==> config.mk <==
export PLATFORM = sky130hd
export DESIGN_NAME = irq_ctrl
export DESIGN_NICKNAME = d
export VERILOG_FILES = /design/src/common/irq_pkg.sv /design/src/verilog/irq_ctrl.sv
export SDC_FILE = /design/constraint.sdc
export NUM_CORES = 1
export LEC_CHECK = 0
export BUFFER_PORTS_ARGS = -buffer_cell sky130_fd_sc_hd__buf_2
export CAP_MARGIN = 20
export CORE_MARGIN = 4
export CORE_UTILIZATION = 55
export DETAILED_ROUTE_END_ITERATION = 16
export PLACE_DENSITY = 0.75
export SYNTH_ARGS = -nofsm -noshare
export SYNTH_HDL_FRONTEND = slang
export SYNTH_SLANG_ARGS = --single-unit
==> constraint.sdc <==
create_clock -name CLK -period 2.7 [get_ports CLK]
set_clock_uncertainty 0.1 [all_clocks]
set_input_delay 0.405 -clock CLK [delete_from_list [all_inputs] [get_ports CLK]]
set_output_delay 0.405 -clock CLK [all_outputs]
set_load 0.05 [all_outputs]
==> src/common/irq_pkg.sv <==
package irq_pkg;
   // ------------------------------------------------------------
   // Register offsets
   // ------------------------------------------------------------
   localparam logic [3:0] ADDR_INT_CTRL0 = 4'h0;
   localparam logic [3:0] ADDR_INT_CTRL1 = 4'h1;
   localparam logic [3:0] ADDR_INT_CTRL2 = 4'h2;
   localparam logic [3:0] ADDR_GROUP0 = 4'h3;
   localparam logic [3:0] ADDR_PSC0 = 4'h7;
   localparam logic [3:0] ADDR_TIMEBASE0_CONTROL = 4'h9;
   // ------------------------------------------------------------
   // Field positions
   // ------------------------------------------------------------
   localparam int GLOBAL_BIT = 0;
   localparam int OWN_EN_LSB = 1;
   localparam int OWN_FLAG_LSB = 4;
   localparam int GROUP_EN_LSB = 0;
   localparam int GROUP_FLAG_LSB = 4;
   localparam int TB_EN_LSB = 0;
   localparam int TB_FLAG_LSB = 4;
   localparam int SUB_EN_LSB = 0;
   localparam int SUB_FLAG_LSB = 4;
   localparam int TB_RUN_BIT = 7;
   localparam int PERIOD_LSB = 0;
   localparam int SRC_LSB = 0;
   // ------------------------------------------------------------
   // Values and counts
   // ------------------------------------------------------------
   localparam logic [7:0] RESET_BYTE = 8'h00;
   localparam logic [1:0] SRC_CORE = 2'h0;
   localparam logic [1:0] SRC_DIV4 = 2'h1;
   localparam logic [1:0] DIV4_LAST = 2'h3;
   localparam logic [14:0] TB_FULL_MASK = 15'h7fff;
   localparam logic [2:0] PERIOD_MAX = 3'h7;
   // ------------------------------------------------------------
   // Vector numbers, lowest number has highest priority
   // ------------------------------------------------------------
   localparam logic [3:0] VEC_TOUCH = 4'h0;
   localparam logic [3:0] VEC_GROUP0 = 4'h3;
   localparam logic [3:0] VEC_TB0 = 4'h7;
   localparam int NUM_VECTORS = 9;
endpackage : irq_pkg

==> src/verilog/irq_ctrl.sv <==
// Overview of operation
// RQ1: Touch slot counter overflow sets the touch request flag.
// RQ2: Taking touch interrupt clears its flag and global enable; needs both enables.
// RQ3: Any of six UART conditions raises the UART request.
// RQ4: Taking UART interrupt clears its flag and global enable; needs both enables.
// RQ5: Conversion finished sets the converter request flag.
// RQ6: Taking converter interrupt clears its flag and global enable.
// RQ7: Four group interrupts built from timer, low voltage, EEPROM, serial sources.
// RQ8: A group flag sets whenever one of its sources sets its flag.
// RQ9: Servicing a group clears only group flag and global enable.
// RQ10: Vector only when enabled and return stack not full.
// RQ11: Each time base sets its flag on timer overflow.
// RQ12: Taking time base interrupt clears its flag and global enable.
// RQ13: Prescaler source 00 core clock, 01 core clock/4, 1x subclock.
// RQ14: Time base runs only while control bit 7 is one.
// RQ15: Period field gives time-out of 2^(8+field) prescaler periods.
// RQ16: Serial flag sets on byte done, address match or bus time-out.
// RQ17: Software clears the serial flag itself.
// RQ18: Low supply report sets the low voltage flag.
// RQ19: Software clears the low voltage flag itself.
// RQ20: End of EEPROM write sets the EEPROM write flag.
// RQ21: Software clears the EEPROM write flag itself.
// RQ22: Grouped source vectors only with global, own and group enables set.
// RQ23: Any flag rising wakes the device, enabled or not.
// RQ24: Return from interrupt sets global enable; plain return does not.
// RQ25: Simultaneous requests vector by fixed priority, others stay pending.
`timescale 1ns/100ps
module irq_ctrl
   import irq_pkg::*;
(
   input wire logic CLK, // Core clock
   input wire logic RSTN, // Asynchronous reset
   input wire logic [3:0] ADDR, // Register address
   input wire logic [7:0] WDATA, // Write data
   input wire logic WR, // Write strobe
   input wire logic RD, // Read strobe
   output logic [7:0] RDATA, // Read data
   input wire logic TOUCH_OVERFLOW, // Touch slot counter overflow
   input wire logic [5:0] UART_EVENT, // UART conditions
   input wire logic ADC_DONE, // Conversion finished
   input wire logic [4:0] TIMER_EVENT, // Timer compare matches
   input wire logic [2:0] SERIAL_EVENT, // Serial module events
   input wire logic LOW_VOLTAGE, // Low supply report
   input wire logic EEPROM_DONE, // EEPROM write cycle end
   input wire logic SUB_CLOCK, // Low-speed subclock level
   input wire logic STACK_FULL, // Return stack full
   input wire logic RETURN_FROM_INTERRUPT, // Return-from-interrupt executed
   output logic VECTOR_TAKE, // Interrupt call pulse
   output logic [3:0] VECTOR_INDEX, // Vector of the call
   output logic WAKEUP // Wake-up pulse
);

   // ------------------------------------------------------------
   // State
   // ------------------------------------------------------------
   typedef struct packed {
      logic global_en;
      logic [2:0] own_en;
      logic [2:0] own_flag;
      logic [3:0] group_en;
      logic [3:0] group_flag;
      logic [1:0] tb_en;
      logic [1:0] tb_flag;
      logic [7:0] sub_en;
      logic [7:0] sub_flag;
      logic [1:0][1:0] psc_src;
      logic [1:0] tb_run;
      logic [1:0][2:0] tb_period;
      logic [1:0] div4;
      logic sub_clk_q;
      logic [1:0][14:0] tb_count;
      logic [7:0] rdata;
      logic take;
      logic [3:0] vector;
      logic wake;
   } state_type;

   state_type s;
   state_type next_s;

   logic sub_edge;
   logic [1:0] tick;
   logic [1:0] tb_ovf;
   logic [14:0] mask;
   logic [NUM_VECTORS-1:0] req;
   logic found;
   logic [3:0] sel;
   logic [7:0] sub_set;
   logic [7:0] rd_value;
   logic [16:0] old_flags;
   logic [16:0] new_flags;

   // ------------------------------------------------------------
   // Next state
   // ------------------------------------------------------------
   always_comb begin
      next_s = s;
      next_s.take = 1'b0;
      next_s.wake = 1'b0;
      next_s.rdata = RESET_BYTE;
      next_s.div4 = s.div4 + 2'h1;
      next_s.sub_clk_q = SUB_CLOCK;
      sub_edge = SUB_CLOCK & ~s.sub_clk_q;
      tick = 2'h0;
      tb_ovf = 2'h0;
      mask = TB_FULL_MASK;
      req = '0;
      found = 1'b0;
      sel = VEC_TOUCH;
      rd_value = RESET_BYTE;

      // Register writes
      if (WR) begin
         if (ADDR == ADDR_INT_CTRL0) begin
            next_s.global_en = WDATA[GLOBAL_BIT];
            next_s.own_en = WDATA[OWN_EN_LSB +: 3];
            next_s.own_flag = WDATA[OWN_FLAG_LSB +: 3];
         end else if (ADDR == ADDR_INT_CTRL1) begin
            next_s.group_en = WDATA[GROUP_EN_LSB +: 4];
            next_s.group_flag = WDATA[GROUP_FLAG_LSB +: 4];
         end else if (ADDR == ADDR_INT_CTRL2) begin
            next_s.tb_en = WDATA[TB_EN_LSB +: 2];
            next_s.tb_flag = WDATA[TB_FLAG_LSB +: 2];
         end
         for (int g = 0; g < 4; g++) begin
            if (ADDR == ADDR_GROUP0 + 4'(g)) begin
               next_s.sub_en[2*g +: 2] = WDATA[SUB_EN_LSB +: 2];
               next_s.sub_flag[2*g +: 2] = WDATA[SUB_FLAG_LSB +: 2]; // RQ17 RQ19 RQ21
            end
         end
         for (int t = 0; t < 2; t++) begin
            if (ADDR == ADDR_PSC0 + 4'(t)) begin
               next_s.psc_src[t] = WDATA[SRC_LSB +: 2];
            end
            if (ADDR == ADDR_TIMEBASE0_CONTROL + 4'(t)) begin
               next_s.tb_run[t] = WDATA[TB_RUN_BIT];
               next_s.tb_period[t] = WDATA[PERIOD_LSB +: 3];
            end
         end
      end

      // Return from interrupt re-enables; a plain return has no port
      if (RETURN_FROM_INTERRUPT) begin
         next_s.global_en = 1'b1; // RQ24
      end

      // ---------------------------------------------------------
      // Prescalers and time bases
      // ---------------------------------------------------------
      for (int t = 0; t < 2; t++) begin
         if (s.psc_src[t] == SRC_CORE) begin
            tick[t] = 1'b1; // RQ13
         end else if (s.psc_src[t] == SRC_DIV4) begin
            tick[t] = (s.div4 == DIV4_LAST); // RQ13
         end else begin
            tick[t] = sub_edge; // RQ13
         end
         mask = TB_FULL_MASK >> (PERIOD_MAX - s.tb_period[t]); // RQ15
         if (!s.tb_run[t]) begin
            next_s.tb_count[t] = 15'h0000; // RQ14
         end else if (tick[t]) begin
            if ((s.tb_count[t] & mask) == mask) begin
               next_s.tb_count[t] = 15'h0000;
               tb_ovf[t] = 1'b1; // RQ11 RQ15
            end else begin
               next_s.tb_count[t] = s.tb_count[t] + 15'h0001;
            end
         end
      end

      // ---------------------------------------------------------
      // Requests and priority
      // ---------------------------------------------------------
      for (int i = 0; i < 3; i++) begin
         req[i] = s.own_flag[i] & s.own_en[i]; // RQ2 RQ4 RQ6
      end
      for (int g = 0; g < 4; g++) begin
         req[3+g] = s.group_flag[g] & s.group_en[g]
                  & |(s.sub_flag[2*g +: 2] & s.sub_en[2*g +: 2]); // RQ22
      end
      for (int t = 0; t < 2; t++) begin
         req[7+t] = s.tb_flag[t] & s.tb_en[t]; // RQ12
      end
      for (int i = NUM_VECTORS - 1; i >= 0; i--) begin
         if (req[i]) begin
            found = 1'b1;
            sel = 4'(i); // RQ25
         end
      end

      // Call: only the chosen flag and the global enable clear
      if (s.global_en && !STACK_FULL && found) begin // RQ10
         next_s.take = 1'b1;
         next_s.vector = sel;
         next_s.global_en = 1'b0; // RQ2 RQ4 RQ6 RQ9 RQ12
         for (int i = 0; i < 3; i++) begin
            if (sel == VEC_TOUCH + 4'(i)) begin
               next_s.own_flag[i] = 1'b0; // RQ2 RQ4 RQ6
            end
         end
         for (int g = 0; g < 4; g++) begin
            if (sel == VEC_GROUP0 + 4'(g)) begin
               next_s.group_flag[g] = 1'b0; // RQ9
            end
         end
         for (int t = 0; t < 2; t++) begin
            if (sel == VEC_TB0 + 4'(t)) begin
               next_s.tb_flag[t] = 1'b0; // RQ12
            end
         end
      end

      // ---------------------------------------------------------
      // Events, applied last so a set beats any clear
      // ---------------------------------------------------------
      next_s.own_flag[0] = next_s.own_flag[0] | TOUCH_OVERFLOW; // RQ1
      next_s.own_flag[1] = next_s.own_flag[1] | (|UART_EVENT); // RQ3
      next_s.own_flag[2] = next_s.own_flag[2] | ADC_DONE; // RQ5
      sub_set = {EEPROM_DONE, LOW_VOLTAGE, |SERIAL_EVENT, TIMER_EVENT}; // RQ7 RQ16 RQ18 RQ20
      next_s.sub_flag = next_s.sub_flag | sub_set;
      for (int g = 0; g < 4; g++) begin
         if (|sub_set[2*g +: 2]) begin
            next_s.group_flag[g] = 1'b1; // RQ8
         end
      end
      next_s.tb_flag = next_s.tb_flag | tb_ovf; // RQ11

      // Wake-up on any flag rising, enables ignored
      old_flags = {s.own_flag, s.group_flag, s.tb_flag, s.sub_flag};
      new_flags = {next_s.own_flag, next_s.group_flag, next_s.tb_flag, next_s.sub_flag};
      next_s.wake = |(new_flags & ~old_flags); // RQ23

      // ---------------------------------------------------------
      // Register reads
      // ---------------------------------------------------------
      if (ADDR == ADDR_INT_CTRL0) begin
         rd_value = {1'b0, s.own_flag, s.own_en, s.global_en};
      end else if (ADDR == ADDR_INT_CTRL1) begin
         rd_value = {s.group_flag, s.group_en};
      end else if (ADDR == ADDR_INT_CTRL2) begin
         rd_value = {2'h0, s.tb_flag, 2'h0, s.tb_en};
      end
      for (int g = 0; g < 4; g++) begin
         if (ADDR == ADDR_GROUP0 + 4'(g)) begin
            rd_value = {2'h0, s.sub_flag[2*g +: 2], 2'h0, s.sub_en[2*g +: 2]};
         end
      end
      for (int t = 0; t < 2; t++) begin
         if (ADDR == ADDR_PSC0 + 4'(t)) begin
            rd_value = {6'h00, s.psc_src[t]};
         end
         if (ADDR == ADDR_TIMEBASE0_CONTROL + 4'(t)) begin
            rd_value = {s.tb_run[t], 4'h0, s.tb_period[t]};
         end
      end
      if (RD) begin
         next_s.rdata = rd_value;
      end
   end

   // ------------------------------------------------------------
   // Registers
   // ------------------------------------------------------------
   always_ff @(posedge CLK or negedge RSTN) begin
      if (!RSTN) begin
         s <= '0;
      end else begin
         s <= next_s;
      end
   end

   assign RDATA = s.rdata;
   assign VECTOR_TAKE = s.take;
   assign VECTOR_INDEX = s.vector;
   assign WAKEUP = s.wake;

endmodule : irq_ctrl

# Word-level counts from Yosys, hierarchy flattened
# Cells that the tools add are included.
# op_classes
addsub	5
eq_ne	25
shifts	2
muxes	85
bitwise	30
reduce_logical	32
# op_table
operator	count
2-to-1 mux 8 bit	12
2-to-1 mux 15 bit	6
2-to-1 mux 4 bit	12
2-to-1 mux 47 bit	1
2-to-1 mux 1 bit	36
== test 4 x 3 -> 1 bit, second input constant	8
adder 15 x 1 -> 15 bit, second input constant	2
bitwise AND 15 bit	2
== test 15 bit	2
>> shifter 15 x 3 -> 15 bit, first input constant	2
2-to-1 mux 2 bit	11
AND reduction 2 bit	10
bitwise AND 17 bit	1
NOT 17 bit	1
OR reduction 17 bit	1
== test 4 x 2 -> 1 bit, second input constant	4
== test 4 bit, second input constant	4
bitwise AND 1 bit	14
OR reduction 2 bit	7
2-to-1 mux 12 bit	1
2-to-1 mux 3 bit	3
bitwise AND 2 bit	4
== test 4 x 1 -> 1 bit, second input constant	2
zero test 4 bit	2
21 further kinds	31
# totals
ff_bits	94
output_inout_bits	14
word_cells	205

# Logic depth before layout (Yosys ltp)
# Gate-level depths: netlist of the first run.
# logic_depth
ltp_word	16
ltp_mapped	8
depth_no_buf	7

# Worst setup path before layout of the first run
# Ideal clock, no wire load.
# synth_path
path_type	register to register
startpoint	register s[14] (netlist name)
endpoint	register s (netlist bit WAKEUP)
t_arrival_ps	1882
slack_ps	628
path_stages_with_launch	9
path_cell_list	dfrtp_1 -> ha_1 -> nand3_1 -> or2_1 -> clkbuf_2 -> a21o_1 -> or2_1 -> or4_1 -> o2111ai_1
# synth_rtl
element	line_no	source
start, declared	irq_ctrl.sv:78	state_type s;
start signal, assigned	irq_ctrl.sv:268	s <= next_s;

==> results of run 1 <==
-- cells in the final DEF (no fill, tap or decap), types with 6 or more instances in the layout --
master,instances
sky130_fd_sc_hd__nor2b_1,10
sky130_fd_sc_hd__dfrtp_1,94
sky130_fd_sc_hd__clkbuf_8,11
sky130_fd_sc_hd__buf_4,8
sky130_fd_sc_hd__mux2_2,27
sky130_fd_sc_hd__a21oi_1,24
sky130_fd_sc_hd__and3_1,6
sky130_fd_sc_hd__nand2_1,61
sky130_fd_sc_hd__o22ai_1,8
sky130_fd_sc_hd__nand3_1,21
sky130_fd_sc_hd__nor3_1,12
sky130_fd_sc_hd__a31oi_1,10
sky130_fd_sc_hd__inv_1,20
sky130_fd_sc_hd__a22o_1,7
sky130_fd_sc_hd__nand4_1,6
sky130_fd_sc_hd__nor2_1,60
sky130_fd_sc_hd__nand2b_1,8
sky130_fd_sc_hd__o21ai_0,30
sky130_fd_sc_hd__buf_2,49
sky130_fd_sc_hd__mux2i_1,16
-- per-stage QoR --
stage / hold WS [ns] / total power, W
floorplan: 0.00941 / 0.00252
global placement: 0.314 / 0.00280
detailed placement: 0.326 / 0.00282
CTS: 0.0517 / 0.00371
global route: 0.0496 / 0.00391
finish: 0.0553 / 0.00373
-- metal layers --
layer	global-route usage, %	vias up
met5	0	-
met2	36.8	193
met4	5.18	0
li1	-	2087
met1	37.8	2158
met3	5.21	19
-- critical path, stage by stage (launching register included) --
cell and delay [ns]:
sky130_fd_sc_hd__dfrtp_1 0.39, sky130_fd_sc_hd__ha_1 0.19, sky130_fd_sc_hd__nand3_1 0.11, sky130_fd_sc_hd__or2_1 0.31, sky130_fd_sc_hd__a21o_1 0.20, sky130_fd_sc_hd__or2_1 0.26
sky130_fd_sc_hd__or4_1 0.55, sky130_fd_sc_hd__o2111ai_1 0.13
-- sequential cells by signal, indices dropped and copies added, names as in the netlist --
register	count
RDATA	8
VECTOR_INDEX	4
VECTOR_TAKE	1
s	63
old_flags	17
WAKEUP	1
-- power by group through the flow --
stage / Combinational (W) / Sequential, W / Clock, W
after global routing: 0.00113 / 0.00182 / 0.000964
after global placement: 0.000997 / 0.00181 / 0
after detailed placement: 0.00101 / 0.00181 / 0
after CTS: 0.00102 / 0.00179 / 0.000912
after floorplan: 0.000766 / 0.00176 / 0
final: 0.00103 / 0.00179 / 0.000906
-- area by class of cell --
| type | count | area, um^2 | area share, % |
|---|---|---|---|
| multi-input cells | 410 | 2640 | 45.9 |
| flip-flops and latches | 94 | 2350 | 40.9 |
| repair buffers | 59 | 335 | 5.83 |
| well taps | 129 | 161 | 2.81 |
| clock buffers | 12 | 155 | 2.70 |
| inverters | 21 | 78.8 | 1.37 |
| clock inverters | 4 | 28.8 | 0.500 |
-- cell families (layout without fill, tap and decap cells) --
kind of cell               after synthesis  in the layout  share of synthesized area [%]
buffers and inverters                   52             96                           4.80
adders and majority gates                3              3                          0.716
and+or+nand+nor                        224            224                           21.0
AOI/OAI and AO/OA                      128            128                           16.4
DFF                                     94             94                           44.9
xor gates and xnor gates                 7              7                           1.17
muxes                                   48             48                           11.0
-- worst max path at each step --
stage	slack, ns	from	endpoint
after global routing	0.21	s[14]$_DFFE_PN0P_	s[27]$_DFFE_PN0P_
after floorplan	0.63	s[14]$_DFFE_PN0P_	WAKEUP$_DFF_PN0_
after CTS	0.40	s[14]$_DFFE_PN0P_	WAKEUP$_DFF_PN0_
after detailed placement	0.23	ADDR[0]	WAKEUP$_DFF_PN0_
final	0.37	s[14]$_DFFE_PN0P_	WAKEUP$_DFF_PN0_
after global placement	0.37	ADDR[0]	WAKEUP$_DFF_PN0_
-- timing repair --
action / in CTS / in global routing
hold buffers: 1 / 0
setup endpoints to repair: 0 / 0
hold endpoints to repair: 3 / 0
==> impl_summary.md, run 1 <==
Synthesis
In this run, synthesis inferred 0 flip-flops with an integrated enable. Synthesis inferred 94 register bits. The most repeated cell in the gate-level netlist after synthesis is sky130_fd_sc_hd__dfrtp_1. Synthesis produced a netlist with a net count of 596. Among all flip-flop cells after synthesis, the most frequent one is sky130_fd_sc_hd__dfrtp_1. By area the synthesized netlist is led by sky130_fd_sc_hd__dfrtp_1 45%, sky130_fd_sc_hd__mux2_2 5.8%, sky130_fd_sc_hd__nand2_1 4.4%, sky130_fd_sc_hd__nor2_1 4.3%, sky130_fd_sc_hd__mux2i_1 3.1%. The cell count after synthesis is 556. The area share of the leading cell type in the synthesized netlist is 44.9%. Ranked by instance count, the synthesized netlist is headed by 94 x sky130_fd_sc_hd__dfrtp_1, 61 x sky130_fd_sc_hd__nand2_1, 60 x sky130_fd_sc_hd__nor2_1. For this run, asynchronously set or reset flops after synthesis account for 100%. Of the synthesized area, sequential elements account for 44.9%.

The number of distinct library cell variants in the gate-level netlist after synthesis is 66. Of all cell types, the one taking the most synthesized area is sky130_fd_sc_hd__dfrtp_1. A synthesized cell averages 9.43 um^2. Yosys printed 0 warnings. The post-synthesis instance area is 5240 um^2.

Detailed routing
Detailed routing placed a total of 1.16 mm of wire on met3. The highest routing layer actually used is met4. In the routed layout, each cell is associated on average with a via count of 6.11.

For this block, wires on met1 add up to 6.31 mm. Once detail routing completed, the nets flagged for antenna violations numbered 0. The count of vias placed by the detailed router is 4457. The pre-antenna-repair detailed-routing pass consisted of 5 iterations. Summed over all layers, the routed wires come to 13.7 mm. The average wire length per cell after detail routing is 18.8 um.

The violation count after the first detailed-routing iteration is 348. Summed over all nets, wire length on met2 after detailed routing comes to 6.06 mm. In the routed design, unresolved DRC markers number 0.

Setup path
The setup path with the least slack is of type flip-flop to flip-flop. STA classifies the critical path startpoint as a flip-flop. The data arrival time of the worst path is 2.51 ns. The type of element capturing the critical path is a flip-flop.

The number of cells on the worst reg-to-reg path is 7. The terminus of the critical flop-to-flop path is WAKEUP$_DFF_PN0_. At the worst endpoint, the required time is 2.88 ns.

Across all register-to-register paths, the minimum setup slack is 0.37 ns. The top fanout value on the critical path is 6. The reg-to-reg critical path startpoint is s[14]$_DFFE_PN0P_.

Clock tree
The H-tree depth is 3. The TritonCTS clock tree is done. The number of gates resized after cts is 0. In this run the clock root is driven by a sky130_fd_sc_hd__clkbuf_8. After clock tree synthesis, the clock-pin slew on the worst setup and hold paths is 0.10 ns.

The number of clock sinks is 94. The number of buffers inserted during clock tree synthesis is 9. The clock network latency to the later pin of the worst-skew pair is 0.37 ns.

The clock tree buffer depth is 2. The number of setup buffers added after CTS is 0.

Timing
Setup repair after global routing left no endpoint under its margin. For the final routed database, the setup TNS stands at 0 ns. For the pin with the worst max-slew slack, the measured transition is 0.693 ns. The final critical-path share of the clock period is 86.3%. The number of pins exceeding their max-slew limit in the final report was 0. The minimum setup slack in the final design is 0.370 ns. Measured against its own limit, the worst slew margin works out to 53.2%. The routed design could run at a clock period as short as 2.33 ns.

The final number of hold-violating endpoints is 0. The maximum clock rate is 0.429 GHz. The final setup violation count is 0.

Min path
The source of the worst hold timing path is SUB_CLOCK. The class of the most critical hold timing path is input port to flip-flop. The worst-case hold path end point is s[44]$_DFF_PN0_. Along the worst hold path, the cell count comes to 1.

Layout
In the final layout, the share of cells above drive strength 1 is 19.5%. The number of inserted diodes is 0. The number of nets in the layout is 635.

The fill cell total of the finished layout is 816. Once layout is complete, the utilization of the core stands at 62.2%. After routing the design area is 5750 um^2. After the flow finishes, the layout carries non-filler instances totaling 729. The area added between synthesis and finish is 9.69%.

Global routing
Global routing used 24.9% of the available tracks. The initial antenna violation count came to 0. The first global-routing pass estimated 21.9 mm of wire.

Entering global routing, the biggest net connects 95 pins. The total overflow left after global routing is 0. The via count of the first global-routing pass is 4174.

Floorplanning
From left edge to right edge, the die measures 106 um. The initial core utilization is 56.8%. The floorplan has 35 rows. The total area inside the core boundary comes to 9240 um^2. Measured along the y axis, the die boundary spans 106 um.

The area of the die is 11200 um^2. Pin placement for this block handled 51 I/O pins.

Placed design
The port buffer count is 50. The congestion estimate from routability-driven global placement came to 0.944. Before CTS, the worst setup slack after placement is 0.232 ns.

Detailed placement finished with a half-perimeter wire length of 9.82 mm. Once placement finished, the instance area stood at 5560 um^2. The total instance count after detailed placement is 712.

Run status
The flow ran to the end, and the final reports show no timing, DRC or antenna violations.

Power and ir drop
Cell internal power was estimated by the tool at 0.00237 W. For this design the static power due to leakage is 2.54 nW. The ratio of total power to cell area is 648 nW/um^2. The net switching power is 0.00136 W. The peak supply drop is 0.327 mV. The clock network is responsible for 24.3% of the overall power. The switching share of power is 36.5%. The power share of the sequential group is 48.2%. Combinational logic burns 27.5% of the power.

Job
The number of max-cap violations is 0.
(Power assumes the default switching activity.)
==> inputs of run 2 (changes only) <==
Settings changed: SETUP_SLACK_MARGIN set to 0.4.
==> impl_summary.md, run 2 (same netlist as run 1, synthesis figures left out) <==
Placed design
The sum of net half-perimeters after detailed placement is 9.82 mm. The port buffer count is 50. Routability-driven placement finished with a final weighted congestion of 0.944.

Layout
The fill cell total of the finished layout is 813. The number of inserted diodes is 0. The register area is 2350 um^2. Leaving out fill and tap cells, the most frequent cell in the layout is sky130_fd_sc_hd__dfrtp_1. In the final layout, the multi-input gates occupy 2660 um^2. The number of flip-flops under the largest register name is 63. The number of nets in the layout is 635. From synthesis to final layout, the design area changed by 10.0%.

The share of cells above drive strength 1 is 20.3%. Counting flops per register, the top entry is s. Leaving out fill and tap cells, the most frequent cells in the layout are 94 x sky130_fd_sc_hd__dfrtp_1, 61 x sky130_fd_sc_hd__nand2_1, 60 x sky130_fd_sc_hd__nor2_1.

Power and ir drop
The peak supply drop is 0.329 mV. The internal power consumption is 0.00237 W. Of the total power, the share spent switching nets is 36.7%. The design draws 0.00375 W. The ratio of total power to cell area is 649 nW/um^2.

Summed over all nets, the switching power comes to 0.00138 W. The clock network is responsible for 24.4% of the overall power. The share of total power dissipated in combinational logic is 27.7%. The share of total power dissipated in sequential elements is 47.9%. The leakage power is 2.54 nW.

Detailed routing
The violation count after the first detailed-routing iteration is 405. The count of vias placed by the detailed router is 4484. The detailed-route vias per instance is 6.15. The average wire length per cell after detail routing is 18.8 um. The detailed-routing iteration count for the pre-antenna-repair pass is 5. After detailed routing, the number of remaining DRC violations is 0.

Wires add up to 13.7 mm. The detail route stage leaves a number of antenna-violating nets equal to 0.

Timing
For the pin with the worst max-slew slack, the measured transition is 0.647 ns. Subtracting the final worst setup slack from the clock period gives 2.23 ns. The setup total negative slack is 0 ns. Setup violations remaining at the end of the flow were counted as 0. The final critical-path share of the clock period is 82.5%. The final number of hold-violating endpoints is 0. The worst pin sits at a relative slew slack of 56.5%.

The number of pins exceeding their max-slew limit in the final report is 0. Setup repair after global routing could not meet its margin everywhere. The maximum clock rate is 0.449 GHz.

Clock tree
The H-tree was split into 3 levels. The clock drives 94 sinks. The clock tree buffer depth is 2. The clock slew seen by the registers of the worst setup and hold paths is 0.10 ns.

In this run, CTS created clock tree buffers numbering 9. The cell sitting at the root of the clock tree is a sky130_fd_sc_hd__clkbuf_8. The buffer count from post-CTS setup fixing is 0. The TritonCTS clock tree is done.

The clock reaches the later pin of the worst-skew pair after 0.37 ns.

Floorplanning
The initial utilization of the core area, before any placement, comes to 56.8%. The vertical extent of the die is 106 um. The number of primary I/O pins is 51. The region available for standard cell placement spans 9240 um^2. The row count is 35. The die covers 11200 um^2. The horizontal die dimension is 106 um.

Setup path
The data arrival time of the worst path is 2.41 ns. The count of cells along the worst register-to-register path is 7. The startpoint-to-endpoint class of the critical path is flip-flop to flip-flop. The top fanout value on the critical path is 6.

Traced cell by cell, the critical path runs through ha_2 -> nand3_1 -> or2_4 -> a21o_1 -> or2_1 -> or4_4 -> o2111ai_1. The worst setup path is launched from a flip-flop. The type of element capturing the critical path is a flip-flop. The cell type of the slowest stage on the worst timing path is sky130_fd_sc_hd__or4_4. The stage delay of the slowest cell on the critical path is 0.52 ns. The endpoint required time on the critical path is 2.88 ns.

Job
The number of max-cap violations is 0.

Global routing
The initial antenna violation count was 0. Global routing finished with a remaining overflow of 0. The maximum number of pins on one net before global-route repair is 95. The via count of the first global-routing pass is 4184.

The total routing usage reported by global routing is 24.9%. The first global-routing pass estimated 21.9 mm of wire.

Run status
The run finished with clean final reports.

Min path
The depth of the worst hold-timing path is 1. In this run the worst hold path is classified as input port to flip-flop.
## run 2: metrics by stage
stage	cells	util (%)	hold WS (ns)	cell area, um^2	setup slack (ns)
CTS	729	62.3	0.0517	5750	0.427
finish	729	62.5	0.0533	5770	0.472
floorplan	556	-	0.00941	5240	0.628
global route	729	62.5	0.0496	5770	0.378
detailed placement	712	60.1	0.326	5560	0.232
global placement	712	60.1	0.314	5560	0.369
## run 2: worst paths after layout
| path | from | end | slack (ns) |
|---|---|---|---|
| hold / removal | SUB_CLOCK | s[44]$_DFF_PN0_ | 0.05 |
| hold reg to reg | s[45]$_DFF_PN0_ | s[45]$_DFF_PN0_ | 0.33 |
| max in group asynchronous | RSTN | s[73]$_DFFE_PN0P_ | 1.59 |
| setup reg to reg | s[14]$_DFFE_PN0P_ | WAKEUP$_DFF_PN0_ | 0.47 |
| min in group asynchronous | RSTN | s[93]$_DFFE_PN0P_ | 0.50 |
| setup / recovery | s[14]$_DFFE_PN0P_ | WAKEUP$_DFF_PN0_ | 0.47 |
## run 2: layout make-up
cell class                 count  share of cell area (%)
inverter                      21                    1.37
sequential                    94                    40.8
clock buffer                  12                    2.69
clock inverter                 4                   0.499
tap                          129                    2.80
timing repair buffer          59                    5.81
multi-input combinational    410                    46.1
## run 2: layer usage
metal | routed length [um] | vias up | track usage, % | part of all wire (%)
met1 | 6400 | 2189 | 37.8 | 47
met2 | 6070 | 185 | 36.8 | 44
li1 | - | 2089 | - | -
met3 | 1040 | 21 | 5.21 | 7.6
met4 | 194 | 0 | 5.18 | 1.4
met5 | 0 | - | 0 | 0
## run 2: repair_timing
action | CTS | global route
pin swaps | 0 | 2
hold buffers | 1 | 0
endpoints found under the setup margin | 1 | 11
hold endpoints to repair | 3 | 0
resized for setup | 1 | 5
## run 2: power groups by stage
stage	clock (W)	combinational, W	sequential (W)
floorplan	0	0.000766	0.00176
global placement	0	0.000997	0.00181
detailed placement	0	0.00101	0.00181
CTS	0.000912	0.00102	0.00179
global route	0.000964	0.00113	0.00182
finish	0.000915	0.00104	0.00179
## run 2: worst max-delay path, delay by kind of cell (launching register included)
kind / cells / cell delay [ns]
AOI/OAI and AO/OA: 2 / 0.30
adders and majority gates: 1 / 0.20
DFF: 1 / 0.39
and+or+nand+nor: 4 / 1.15
